[config.mk]
export PLATFORM = sky130hd
export DESIGN_NAME = ext_irq_level_trigger
export DESIGN_NICKNAME = d
export VERILOG_FILES = /design/src/hdl/irq_pkg.sv /design/src/hdl/arb_if.sv /design/src/hdl/ext_irq_level_trigger.sv /design/src/hdl/src_flag.sv /design/src/hdl/prio_pick.sv
export VERILOG_INCLUDE_DIRS = /design/src /design/src/hdl
export SDC_FILE = /design/constraint.sdc
export NUM_CORES = 1
export LEC_CHECK = 0
export BUFFER_PORTS_ARGS = -buffer_cell sky130_fd_sc_hd__buf_2
export CELL_PAD_IN_SITES_DETAIL_PLACEMENT = 0
export CELL_PAD_IN_SITES_GLOBAL_PLACEMENT = 1
export CORE_MARGIN = 1
export CORE_UTILIZATION = 40
export CTS_CLUSTER_DIAMETER = 100
export DETAILED_ROUTE_END_ITERATION = 8
export PLACE_DENSITY_LB_ADDON = 0.1
export REMOVE_ABC_BUFFERS = 1
export SETUP_SLACK_MARGIN = 0.3
export SLEW_MARGIN = 10
export SYNTH_ARGS = -nofsm -noshare
export SYNTH_HDL_FRONTEND = slang
export SYNTH_SLANG_ARGS = --single-unit
[constraint.sdc]
create_clock -name clk_i -period 9 [get_ports clk_i]
set_input_delay 1.8 -clock clk_i [delete_from_list [all_inputs] [get_ports clk_i]]
set_output_delay 1.8 -clock clk_i [all_outputs]
set_load 0.01 [all_outputs]
[src/hdl/irq_defines.svh]
// constants for the external interrupt level and trigger block
`ifndef IRQ_DEFINES_SVH
`define IRQ_DEFINES_SVH

// register offsets
`define OFF_SETUP0 16'h4306
`define OFF_SETUP1 16'h4308
`define OFF_SETUP2 16'h430a
`define OFF_SETUP3 16'h430c
`define OFF_CTRL 16'h4304
`define OFF_FLAGS 16'h4316
`define OFF_ENABLE 16'h4318
`define OFF_EVT_STATUS 16'h431a
`define OFF_EVT_MASK 16'h431c

// field positions inside a level setup register and the control register
`define POS_TRIG_LO 4
`define POS_TRIG_HI 12
`define POS_PRIO_LO 0
`define POS_PRIO_HI 8
`define POS_GLOBAL_EN 0

// event status bits
`define EVT_RAISED 0
`define EVT_REPLACED 1
`define EVT_ACCEPTED 2

// reset values
`define RST_PRIO 3'h0
`define RST_TRIG 1'h0
`define RST_ENABLE 8'h00
`define RST_MASK 3'h0

// vector number of source 0, others follow in order; value is arbitrary
`define VEC_BASE 8'h04

`endif

[src/hdl/irq_pkg.sv]
// types shared by the external interrupt level and trigger block
package irq_pkg;
    localparam int NSRC = 8;
    typedef logic [2:0] prio_t;
    typedef logic [2:0] src_idx_t;
    typedef logic [7:0] src_vec_t;
    typedef logic [2:0] evt_vec_t;
endpackage : irq_pkg

[src/hdl/arb_if.sv]
// carrier between the register side and the priority picker
`timescale 1ns/100ps
`default_nettype none
interface arb_if;
    irq_pkg::src_vec_t cand;
    irq_pkg::prio_t prio [irq_pkg::NSRC];
    logic win_valid;
    irq_pkg::src_idx_t win_idx;
    irq_pkg::prio_t win_prio;
    modport pick (input cand, input prio,
                  output win_valid, output win_idx, output win_prio);
    modport ctl (output cand, output prio,
                 input win_valid, input win_idx, input win_prio);
endinterface : arb_if
`default_nettype wire

[src/hdl/ext_irq_level_trigger.sv]
// external interrupt trigger, level and arbitration block
//
// Operation
// RULE1: pulse mode samples line each edge; a high sets flag, sampling stops
// RULE2: pulse mode resumes sampling only after software clears the flag
// RULE3: level mode samples every edge; flag follows the sampled level
// RULE4: level mode ignores a write of one to the flag
// RULE5: sources in level mode hold the line until the core accepts
// RULE6: each source has a 3-bit level 0 to 7, reset 0
// RULE7: the core refuses requests below its status word level mask
// RULE8: among pending enabled causes the highest level is forwarded
// RULE9: equal levels go to the lowest vector number first
// RULE10: losing causes stay pending until higher ones are accepted
// RULE11: a higher cause arriving replaces vector and level on output
// RULE12: each source has a trigger select bit, one is level, reset zero
// RULE13: software must set level trigger mode for all eight sources
// RULE14: setup register holds upper trigger D12, level D10-8, lower D4, D2-0
// RULE15: setup register 2 holds voltage detect upper, lowspeed timer lower
// RULE16: a cause arbitrates only when its enable bit is one, reset zero
// RULE17: software must set the global enable before any request
// RULE18: pulse mode write of one to the flag clears it and re-arms
//
// Implementation choice: the address-and-strobe port.
`include "irq_defines.svh"
`timescale 1ns/100ps
`default_nettype none
module ext_irq_level_trigger (
    // clock, reset, clock enable
    input wire logic clk_i,
    input wire logic resetn_i,
    input wire logic ce_i,
    // register port
    input wire logic [15:0] addr_i,
    input wire logic [15:0] wdata_i,
    input wire logic wr_i,
    input wire logic rd_i,
    output logic [15:0] rdata_o,
    // source request lines, index order: port0, port1, stopwatch,
    // clock timer, lowspeed timer, voltage detect, display, pwm capture
    input wire logic [7:0] src_line_i,
    // request to the core
    output logic irq_req_o,
    output logic [7:0] irq_vector_o,
    output logic [2:0] irq_level_o,
    input wire logic irq_ack_i,
    // block event interrupt
    output logic evt_irq_o
);
    // setup register decode, used for writes only; reads decode in the read mux
    function automatic logic setup_hit(input logic [15:0] a, input int k);
        logic [15:0] base;
        base = `OFF_SETUP0;
        setup_hit = (a == base + 16'(2 * k));
    endfunction : setup_hit

    // configuration state
    irq_pkg::prio_t prio [irq_pkg::NSRC];
    irq_pkg::src_vec_t trig_sel;
    irq_pkg::src_vec_t src_enable;
    logic arbiter_global_enable;
    irq_pkg::evt_vec_t evt_status;
    irq_pkg::evt_vec_t evt_mask;

    // flags and arbitration
    irq_pkg::src_vec_t source_pending_flag;
    irq_pkg::src_vec_t flag_clr;
    irq_pkg::evt_vec_t evt_set;
    logic [7:0] next_vector;
    logic [15:0] next_rdata;
    logic [15:0] setup_word [4];

    arb_if arb ();

    // named views of the fields
    wire logic trig_sel_port0 = trig_sel[0];
    wire logic trig_sel_port1 = trig_sel[1];
    wire logic trig_sel_stopwatch = trig_sel[2];
    wire logic trig_sel_clock_timer = trig_sel[3];
    wire logic trig_sel_lowspeed_timer = trig_sel[4];
    wire logic trig_sel_voltage_detect = trig_sel[5];
    wire logic trig_sel_display = trig_sel[6];
    wire logic trig_sel_pwm_capture = trig_sel[7];
    wire irq_pkg::prio_t prio_lowspeed_timer = prio[4];
    wire irq_pkg::prio_t prio_voltage_detect = prio[5];

    // strobe decode
    wire logic wr_ctrl = wr_i && (addr_i == `OFF_CTRL);
    wire logic wr_flags = wr_i && (addr_i == `OFF_FLAGS);
    wire logic wr_enable = wr_i && (addr_i == `OFF_ENABLE);
    wire logic wr_evt_status = wr_i && (addr_i == `OFF_EVT_STATUS);
    wire logic wr_evt_mask = wr_i && (addr_i == `OFF_EVT_MASK);

    // write of one to a flag bit asks for a clear; level sources ignore it
    assign flag_clr = wr_flags ? wdata_i[7:0] : 8'h00;

    // per-source flag logic
    generate
        for (genvar s = 0; s < irq_pkg::NSRC; s++) begin : g_src
            src_flag u_flag (
                .clk_i(clk_i),
                .resetn_i(resetn_i),
                .ce_i(ce_i),
                .line_i(src_line_i[s]),
                .level_mode_i(trig_sel[s]),
                .clr_i(flag_clr[s]),
                .flag_o(source_pending_flag[s])
            );
        end
    endgenerate

    // setup registers: two sources each, upper in bits 12 and 10:8
    generate
        for (genvar k = 0; k < 4; k++) begin : g_setup
            wire logic hit_wr = wr_i && setup_hit(addr_i, k);

            always_ff @(posedge clk_i or negedge resetn_i) begin
                if (!resetn_i) begin
                    prio[2*k] <= `RST_PRIO;                  // RULE6
                    prio[2*k+1] <= `RST_PRIO;
                    trig_sel[2*k] <= `RST_TRIG;              // RULE12
                    trig_sel[2*k+1] <= `RST_TRIG;
                end else if (ce_i && hit_wr) begin
                    prio[2*k] <= wdata_i[`POS_PRIO_LO +: 3];    // RULE14
                    prio[2*k+1] <= wdata_i[`POS_PRIO_HI +: 3];
                    trig_sel[2*k] <= wdata_i[`POS_TRIG_LO];
                    trig_sel[2*k+1] <= wdata_i[`POS_TRIG_HI];
                end
            end

            // reserved bits read as zero
            assign setup_word[k] = {3'h0, trig_sel[2*k+1], 1'b0,
                prio[2*k+1], 3'h0, trig_sel[2*k], 1'b0, prio[2*k]};
        end
    endgenerate

    // enable bits and global enable
    always_ff @(posedge clk_i or negedge resetn_i) begin
        if (!resetn_i) begin
            src_enable <= `RST_ENABLE;                   // RULE16
            arbiter_global_enable <= 1'b0;
        end else if (ce_i) begin
            if (wr_enable) begin
                src_enable <= wdata_i[7:0];
            end
            if (wr_ctrl) begin
                arbiter_global_enable <= wdata_i[`POS_GLOBAL_EN];
            end
        end
    end

    // candidates: pending, enabled, and the block switched on; losers
    // are not touched and simply stay pending for a later round
    assign arb.cand = arbiter_global_enable ?
        (source_pending_flag & src_enable) : 8'h00;      // RULE16 RULE10
    generate
        for (genvar p = 0; p < irq_pkg::NSRC; p++) begin : g_prio
            assign arb.prio[p] = prio[p];
        end
    endgenerate

    prio_pick u_pick (
        .bus(arb.pick)
    );

    // vector number of the current winner
    assign next_vector = `VEC_BASE + {5'h00, arb.win_idx};

    // request output re-evaluated each cycle, so a stronger cause
    // replaces vector and level while the request is up; the core
    // decides on its own mask whether to take it
    always_ff @(posedge clk_i or negedge resetn_i) begin
        if (!resetn_i) begin
            irq_req_o <= 1'b0;
            irq_vector_o <= 8'h00;
            irq_level_o <= 3'h0;
        end else if (ce_i) begin
            irq_req_o <= arb.win_valid;                  // RULE8
            irq_vector_o <= next_vector;                 // RULE11
            irq_level_o <= arb.win_prio;                 // RULE11
        end
    end

    // block events: request raised, request replaced, request accepted
    assign evt_set[`EVT_RAISED] = arb.win_valid && !irq_req_o;
    assign evt_set[`EVT_REPLACED] = arb.win_valid && irq_req_o &&
        (next_vector != irq_vector_o);
    assign evt_set[`EVT_ACCEPTED] = irq_ack_i && irq_req_o;

    // sticky status, write one to clear; a new event wins over the clear
    always_ff @(posedge clk_i or negedge resetn_i) begin
        if (!resetn_i) begin
            evt_status <= 3'h0;
        end else if (ce_i) begin
            evt_status <= evt_set |
                (evt_status & ~(wr_evt_status ? wdata_i[2:0] : 3'h0));
        end
    end

    // event mask, one lets the bit through
    always_ff @(posedge clk_i or negedge resetn_i) begin
        if (!resetn_i) begin
            evt_mask <= `RST_MASK;
        end else if (ce_i && wr_evt_mask) begin
            evt_mask <= wdata_i[2:0];
        end
    end

    // registered level output, one cycle behind the status
    always_ff @(posedge clk_i or negedge resetn_i) begin
        if (!resetn_i) begin
            evt_irq_o <= 1'b0;
        end else if (ce_i) begin
            evt_irq_o <= |(evt_status & evt_mask);
        end
    end

    // read mux; unmapped addresses read zero
    always_comb begin
        next_rdata = 16'h0000;
        case (addr_i)
            `OFF_SETUP0: next_rdata = setup_word[0];
            `OFF_SETUP1: next_rdata = setup_word[1];
            `OFF_SETUP2: next_rdata = setup_word[2];     // RULE15
            `OFF_SETUP3: next_rdata = setup_word[3];
            `OFF_CTRL: next_rdata = {15'h0000, arbiter_global_enable};
            `OFF_FLAGS: next_rdata = {8'h00, source_pending_flag};
            `OFF_ENABLE: next_rdata = {8'h00, src_enable};
            `OFF_EVT_STATUS: next_rdata = {13'h0000, evt_status};
            `OFF_EVT_MASK: next_rdata = {13'h0000, evt_mask};
            default: next_rdata = 16'h0000;
        endcase
    end

    // read data stands in the cycle after the read strobe and holds while ce_i is low
    always_ff @(posedge clk_i or negedge resetn_i) begin
        if (!resetn_i) begin
            rdata_o <= 16'h0000;
        end else if (ce_i) begin
            rdata_o <= rd_i ? next_rdata : 16'h0000;
        end
    end
endmodule : ext_irq_level_trigger
`default_nettype wire

[src/hdl/src_flag.sv]
// pending flag of one source in pulse or level trigger mode
`timescale 1ns/100ps
`default_nettype none
module src_flag (
    // clock and reset
    input wire logic clk_i,
    input wire logic resetn_i,
    input wire logic ce_i,
    // source side
    input wire logic line_i,
    input wire logic level_mode_i,
    input wire logic clr_i,
    output logic flag_o
);
    logic next_flag;

    // level mode follows the line and ignores writes; pulse mode holds
    always_comb begin
        if (level_mode_i) begin
            next_flag = line_i;                     // RULE3 RULE4
        end else if (!flag_o) begin
            next_flag = line_i;                     // RULE1
        end else begin
            next_flag = !clr_i;                     // RULE2 RULE18
        end
    end

    // sampling stops while a pulse flag is set, so a pulse that lands in the clear cycle is lost
    always_ff @(posedge clk_i or negedge resetn_i) begin
        if (!resetn_i) begin
            flag_o <= 1'b0;
        end else if (ce_i) begin
            flag_o <= next_flag;
        end
    end
endmodule : src_flag
`default_nettype wire

[src/hdl/prio_pick.sv]
// picks the highest level candidate, lowest index on a tie
`timescale 1ns/100ps
`default_nettype none
module prio_pick (
    // candidates in, winner out
    arb_if.pick bus
);
    // scan from the top index down so an equal level lower index replaces
    always_comb begin
        bus.win_valid = 1'b0;
        bus.win_idx = 3'h0;
        bus.win_prio = 3'h0;
        for (int i = irq_pkg::NSRC - 1; i >= 0; i--) begin
            if (bus.cand[i] && (!bus.win_valid ||
                    bus.prio[i] >= bus.win_prio)) begin // RULE8 RULE9
                bus.win_valid = 1'b1;
                bus.win_idx = irq_pkg::src_idx_t'(i);
                bus.win_prio = bus.prio[i];
            end
        end
    end
endmodule : prio_pick
`default_nettype wire

# After elaboration in Yosys (flattened, before gate mapping)
# Cells that the tools add are included.
[totals]
ff_bits = 84
latch_bits = 0
ramBits = 0
mem_bits_ro = 0
memories = 0
[classes]
addsub = 1
multipliers = 0
div_mod_pow = 0
magnitude_cmp = 7
eq_ne = 10
n_shift = 0
mux = 45
bitwise = 5
n_reduce_logical = 51
[ops]
columns = ["operator", "count"]
rows = [
  ["equality test 16 x 15 -> 1 bit, second input constant", 9],
  ["one-hot mux 13 bit (9 select lines)", 1],
  ["2-to-1 mux 3 bit", 17],
  ["logical AND 1 bit", 25],
  ["2-to-1 mux 1 bit", 24],
  ["greater-or-equal comparator 3 bit", 7],
  ["zero test 1 bit", 16],
  ["2-to-1 mux 16 bit", 1],
  ["2-to-1 mux 8 bit", 2],
  ["AND 8 bit", 1],
  ["inequality test 4 x 8 -> 1 bit", 1],
  ["logical OR 1 bit", 7],
  ["AND 3 bit", 2],
  ["adder 3 x 3 -> 4 bit, first input constant", 1],
  ["AND reduction 2 bit", 2],
  ["inverter 3 bit", 1],
  ["OR 3 bit", 1],
  ["OR reduction 3 bit", 1],
]

# Logic depth before layout (Yosys ltp)
[logic_depth]
depth_word = 35
mapped_depth = 49

# Hierarchy
# From an unflattened synthesis, not the netlist that was laid out.
[hier_totals]
cells_unflattened = 490
hier_area_um2 = 5069.9
[modules_own_cells]
columns = ["module", "n_inst", "cells_each", "area_per_inst_um2", "seq_area_each_um2"]
rows = [
  ["ext_irq_level_trigger", 1, 306, 3468.3, 1701.6],
  ["prio_pick", 1, 144, 1141.1, 0.0],
  ["src_flag", 8, 5, 57.6, 25.0],
]

# Least setup slack after synthesis
# No wires, ideal clock.
[synth_path]
path_kind = "register to register"
startpoint = "reg arbiter_global_enable"
endpoint = "reg evt_status[1]"
t_arrival_ps = 9535
setup_slack_ps = -614
path_stages_with_launch = 49
path_cell_list = "dfrtp_1 buf_2 and3_1 and2_1 ha_1 nand2b_1 a311oi_2 nor2b_1 a22o_1 ha_1 nor3b_1 o211ai_1 and2_1 a221oi_2 nor2_1 ha_1 nand2b_1 a21o_1 [13 not listed] a21oi_1 o311ai_4 mux2_2 ha_1 a21oi_1 o21ai_0 a21o_1 nor2_1 o21a_1 a21oi_1 ha_1 o21ai_0 nor2_1 o311a_4 or2_4 o31ai_1 a222oi_1 a2bb2oi_1"
[synth_via]
elab_chain_cells = 34
[synth_rtl]
columns = ["item", "line", "text"]
rows = [
  ["start: declaration", "ext_irq_level_trigger.sv:60", "logic arbiter_global_enable;"],
  ["start signal: assignment", "ext_irq_level_trigger.sv:146", "arbiter_global_enable <= wdata_i[`POS_GLOBAL_EN];"],
  ["2-to-1 mux 8 bit (*)", "ext_irq_level_trigger.sv:153", "assign arb.cand = arbiter_global_enable ?"],
  ["2-to-1 mux 3 bit / 2-to-1 mux 1 bit (equally long branches)", "prio_pick.sv:14", "if (bus.cand[i] && (!bus.win_valid ||"],
  ["greater-or-equal comparator 3 bit / zero test 1 bit (equally long branches)", "prio_pick.sv:15, prio_pick.sv:14", ""],
  ["logical OR 1 bit", "prio_pick.sv:14", ""],
  ["logical AND 1 bit", "prio_pick.sv:14", ""],
  ["2-to-1 mux 3 bit / 2-to-1 mux 1 bit (equally long branches)", "prio_pick.sv:14", ""],
  ["greater-or-equal comparator 3 bit / zero test 1 bit (equally long branches)", "prio_pick.sv:15, prio_pick.sv:14", ""],
  ["logical OR 1 bit", "prio_pick.sv:14", ""],
  ["[18 not listed]", "--", ""],
  ["greater-or-equal comparator 3 bit / zero test 1 bit (equally long branches)", "prio_pick.sv:15, prio_pick.sv:14", ""],
  ["logical OR 1 bit", "prio_pick.sv:14", ""],
  ["logical AND 1 bit", "prio_pick.sv:14", ""],
  ["2-to-1 mux 3 bit", "prio_pick.sv:14", ""],
  ["adder 3 x 3 -> 4 bit (no line)", "--", ""],
  ["inequality test 4 x 8 -> 1 bit", "ext_irq_level_trigger.sv:186", "(next_vector != irq_vector_o);"],
  ["logical AND 1 bit (*)", "ext_irq_level_trigger.sv:185", "assign evt_set[`EVT_REPLACED] = arb.win_valid && irq_req_o &&"],
  ["OR 3 bit (*)", "ext_irq_level_trigger.sv:194", "evt_status <= evt_set |"],
  ["end signal: assignment", "ext_irq_level_trigger.sv:194", ""],
  ["end: declaration", "ext_irq_level_trigger.sv:61", "irq_pkg::evt_vec_t evt_status;"],
]
# Mark *: on every way between the ends. The rest lies on a longest branch, timed or not.
# A chain may end at the register's enable or synchronous reset.

# Worst setup path after layout
[layout_path]
startpoint = "reg g_src[7].u_flag.flag_o"
endpoint = "reg evt_status[1]"
[layout_via]
elab_chain_cells = 35
[layout_rtl]
columns = ["item", "line", "text"]
rows = [
  ["start: declaration", "src_flag.sv:13", "output logic flag_o"],
  ["start signal: assignment", "src_flag.sv:33", "flag_o <= next_flag;"],
  ["AND 8 bit (*)", "ext_irq_level_trigger.sv:154", "(source_pending_flag & src_enable) : 8'h00;"],
  ["2-to-1 mux 8 bit (*)", "ext_irq_level_trigger.sv:153", ""],
  ["2-to-1 mux 3 bit / 2-to-1 mux 1 bit (equally long branches)", "prio_pick.sv:14", ""],
  ["greater-or-equal comparator 3 bit / zero test 1 bit (equally long branches)", "prio_pick.sv:15, prio_pick.sv:14", ""],
  ["logical OR 1 bit", "prio_pick.sv:14", ""],
  ["logical AND 1 bit", "prio_pick.sv:14", ""],
  ["2-to-1 mux 3 bit / 2-to-1 mux 1 bit (equally long branches)", "prio_pick.sv:14", ""],
  ["greater-or-equal comparator 3 bit / zero test 1 bit (equally long branches)", "prio_pick.sv:15, prio_pick.sv:14", ""],
  ["[19 not listed]", "--", ""],
  ["greater-or-equal comparator 3 bit / zero test 1 bit (equally long branches)", "prio_pick.sv:15, prio_pick.sv:14", ""],
  ["logical OR 1 bit", "prio_pick.sv:14", ""],
  ["logical AND 1 bit", "prio_pick.sv:14", ""],
  ["2-to-1 mux 3 bit", "prio_pick.sv:14", ""],
  ["adder 3 x 3 -> 4 bit (no line)", "--", ""],
  ["inequality test 4 x 8 -> 1 bit", "ext_irq_level_trigger.sv:186", ""],
  ["logical AND 1 bit (*)", "ext_irq_level_trigger.sv:185", ""],
  ["OR 3 bit (*)", "ext_irq_level_trigger.sv:194", ""],
]
# Marks and branches as above.

==> results.ini <==
[timing]
holdWs_ps=519
worst_slew_pin_slew_ps=1100
finalWorstSetupSlack_ps=-209
fin_setup_tns_ps=-913
rsz0062_at_grt=yes
clock_skew_ps=10.3
relSlewSlack=0.264
period_minus_slack_ps=9210
fmax_mhz=109
finalCritPeriodShare=1.02
setup_viol=8
final_max_slew_viol_count=0
final-hold-violation-count=0

[layout]
drive_above_1_share=0.417
num_antenna_cells=0
nets=678
areaGrowthSynthToFinish_pct=35.8
post_layout_nonfiller_instances=759

[worst_setup_path]
crit_fanout=5
r2r_slack_ps=-210
cp-start-kind=flop
cp_data_arrival_time_ps=9430
critPathRequiredTime_ps=9220
critical_path_class=reg2reg
slowest_stage=a221o_2
cpPeakStageDelay_ps=370
worst-r2r-cell-count=47
crit_path_end_kind=flop

[detailed_routing]
num_vias=4347
drcViolationCount=0
drtAntennaViolNets=0
viasPerCell=5.73
dr.pass1.iters=6
drtIter0Drc=231
wl_um=15000
post_drt_wl_per_cell_um=19.7

[run]
maxCapViolations=0

[global_route]
grt_max_degree=56
grt.overflow.total=0
grt_usage=0.261
grt_antenna_before_repair=0
grt_pass1_vias=4164
grt_pass1_wl_um=23000

[synth]
yosysTopAreaCellShare=0.406
synthFlopType=dfrtp_1
syn-instance-count=482
yosys.area.top_type=dfrtp_1
avgSynthCellArea_um2=9.73
ys_seq_elements=76
yosys_warnings=0
synth_edf_count=0
syn_area_um2=4690
synth-async-reset-ratio=1.00
synth_cell_types=59
yosysSeqAreaShare=0.406
netlist_top_cells_area=dfrtp_1 41%, mux2_2 9.1%, ha_1 5.6%, a21oi_1 3.2%, inv_1 3.1%

[clock_tree]
clkTransAtPathRegs_ps=60
htree_levels=3
cts.sinks=76
clk_path_buf_depth=2
clock_latency_ps=350
cts_tree=yes
cts_buffers=9
cts-root-buf=clkbuf_16

[power]
ir_drop_v=0.0000971
p_leak_nw=2.90
power.density_nw_per_um2=121

[floorplan]
die-area_um2=12200
io_pins=75
start_util=0.411
core_area_um2=11400
chipHeight_um=110
rows=39
die_width_um=110

[placement]
hpwlAfterDp_um=10700
post-place-cells=719
preCtsSetupSlack_ps=-932
port_buffers=62
gp_congestion=0.897

[worst_hold_path]
hold_path_depth=1
holdCritPathClass=reg2reg

[outcome]
violations=negative setup slack
status=complete, but fails checks

cell families (layout without fill, tap and decap cells):
group,after synthesis,in the layout,share of synthesized area
compound gates,147,147,0.224
fa+ha+maj,21,21,0.0560
buf+inv,65,192,0.0598
flops,76,76,0.406
mux,40,40,0.0955
other cells,1,8,0.000800
simple gates,132,132,0.158
metrics by stage:
stage | cell area, um2 | util | power [mW]
6_report | 6370 | 0.558 | 0.770
5_1_grt | 6370 | 0.558 | 0.797
3_3_place_gp | 5460 | 0.478 | 0.395
3_5_place_dp | 5460 | 0.478 | 0.396
4_1_cts | 6270 | 0.549 | 0.779
2_1_floorplan | 4580 | - | 0.364
worst max-delay path: cells and delay by family, from the launching register on:
kind	cells	cell delay (ps)
AOI/OAI and AO/OA	25	4710
muxes	1	330
adders and majority gates	7	1790
and+or+nand+nor	11	1420
buffers and inverters	3	450
DFF	1	350
cell type report:
class / instances / area (um2)
Clock buffer: 10 / 239
Clock inverter: 6 / 70.1
Fill cell: 1029 / 5050
Inverter: 39 / 146
Multi-Input combinational cell: 348 / 2920
Sequential cell: 76 / 1900
Tap cell: 143 / 179
Timing Repair Buffer: 137 / 913
Yosys cell counts (9+ instances only):
| library cell | number |
|---|---|
| nand3_1 | 25 |
| nand2_1 | 33 |
| o22ai_1 | 21 |
| clkbuf_1 | 12 |
| a22oi_1 | 12 |
| nor2_1 | 13 |
| o21ai_0 | 23 |
| a21oi_1 | 30 |
| ha_1 | 21 |
| a222oi_1 | 9 |
| dfrtp_1 | 76 |
| mux2_2 | 38 |
| inv_1 | 39 |
| and3_1 | 11 |
placed cells by master (no fill, tap or decap), types with 5 or more instances in the layout:
| master | instances |
|---|---|
| o21ai_1 | 5 |
| buf_2 | 61 |
| nand3_1 | 24 |
| nor2b_1 | 6 |
| a21o_1 | 7 |
| clkbuf_16 | 9 |
| inv_1 | 38 |
| nand2_1 | 28 |
| ha_1 | 14 |
| o22ai_1 | 21 |
| a21oi_2 | 9 |
| o21ai_0 | 15 |
| mux2_2 | 35 |
| conb_1 | 8 |
| a22oi_1 | 12 |
| buf_6 | 10 |
| buf_4 | 66 |
| a222oi_1 | 9 |
| and3_1 | 10 |
| dfrtp_1 | 76 |
| nor2_1 | 10 |
| a21oi_1 | 22 |
| ha_4 | 7 |
power breakdown:
group / switching, mW / internal, mW / leakage (nW)
Sequential: 0.00294 / 0.344 / 0.979
Clock: 0.154 / 0.225 / 0.153
Combinational: 0.0292 / 0.0145 / 1.77
Total: 0.187 / 0.584 / 2.90
routing by layer:
metal | vias to the layer above | global-route usage | wire length, um
li1 | 2066 | - | -
met1 | 2125 | 0.346 | 6760
met2 | 140 | 0.435 | 7150
met3 | 16 | 0.0511 | 902
met4 | 0 | 0.0667 | 181
met5 | - | 0 | 0
worst paths after layout:
| kind | startpoint | end |
|---|---|---|
| setup / recovery | g_src[7].u_flag.flag_o | evt_status[1] |
| hold / removal | irq_req_o | evt_status[0] |
| setup reg to reg | g_src[7].u_flag.flag_o | evt_status[1] |
| hold reg to reg | irq_req_o | evt_status[0] |
| max in group asynchronous | resetn_i | arb.prio[15] |
| min in group asynchronous | resetn_i | rdata_o[10] |
flip-flops by register name (all words and copies together) (netlist names), 3 cells and up:
name and count:
prio_voltage_detect 3, g_src.u_flag.flag_o 8, setup_word 8, arb.prio 18
prio_lowspeed_timer 3, rdata_o 12, evt_mask 3, irq_level_o 3
irq_vector_o 4, evt_status 3, src_enable 8
timing repair:
item / in CTS / in global routing
hold buffers: 0 / 0
setup endpoints to repair: 8 / 8
resized for setup: 71 / 12
pin swaps: 43 / 38
setup buffers: 19 / 5
Note: power is estimated with default switching activity, not from simulation.
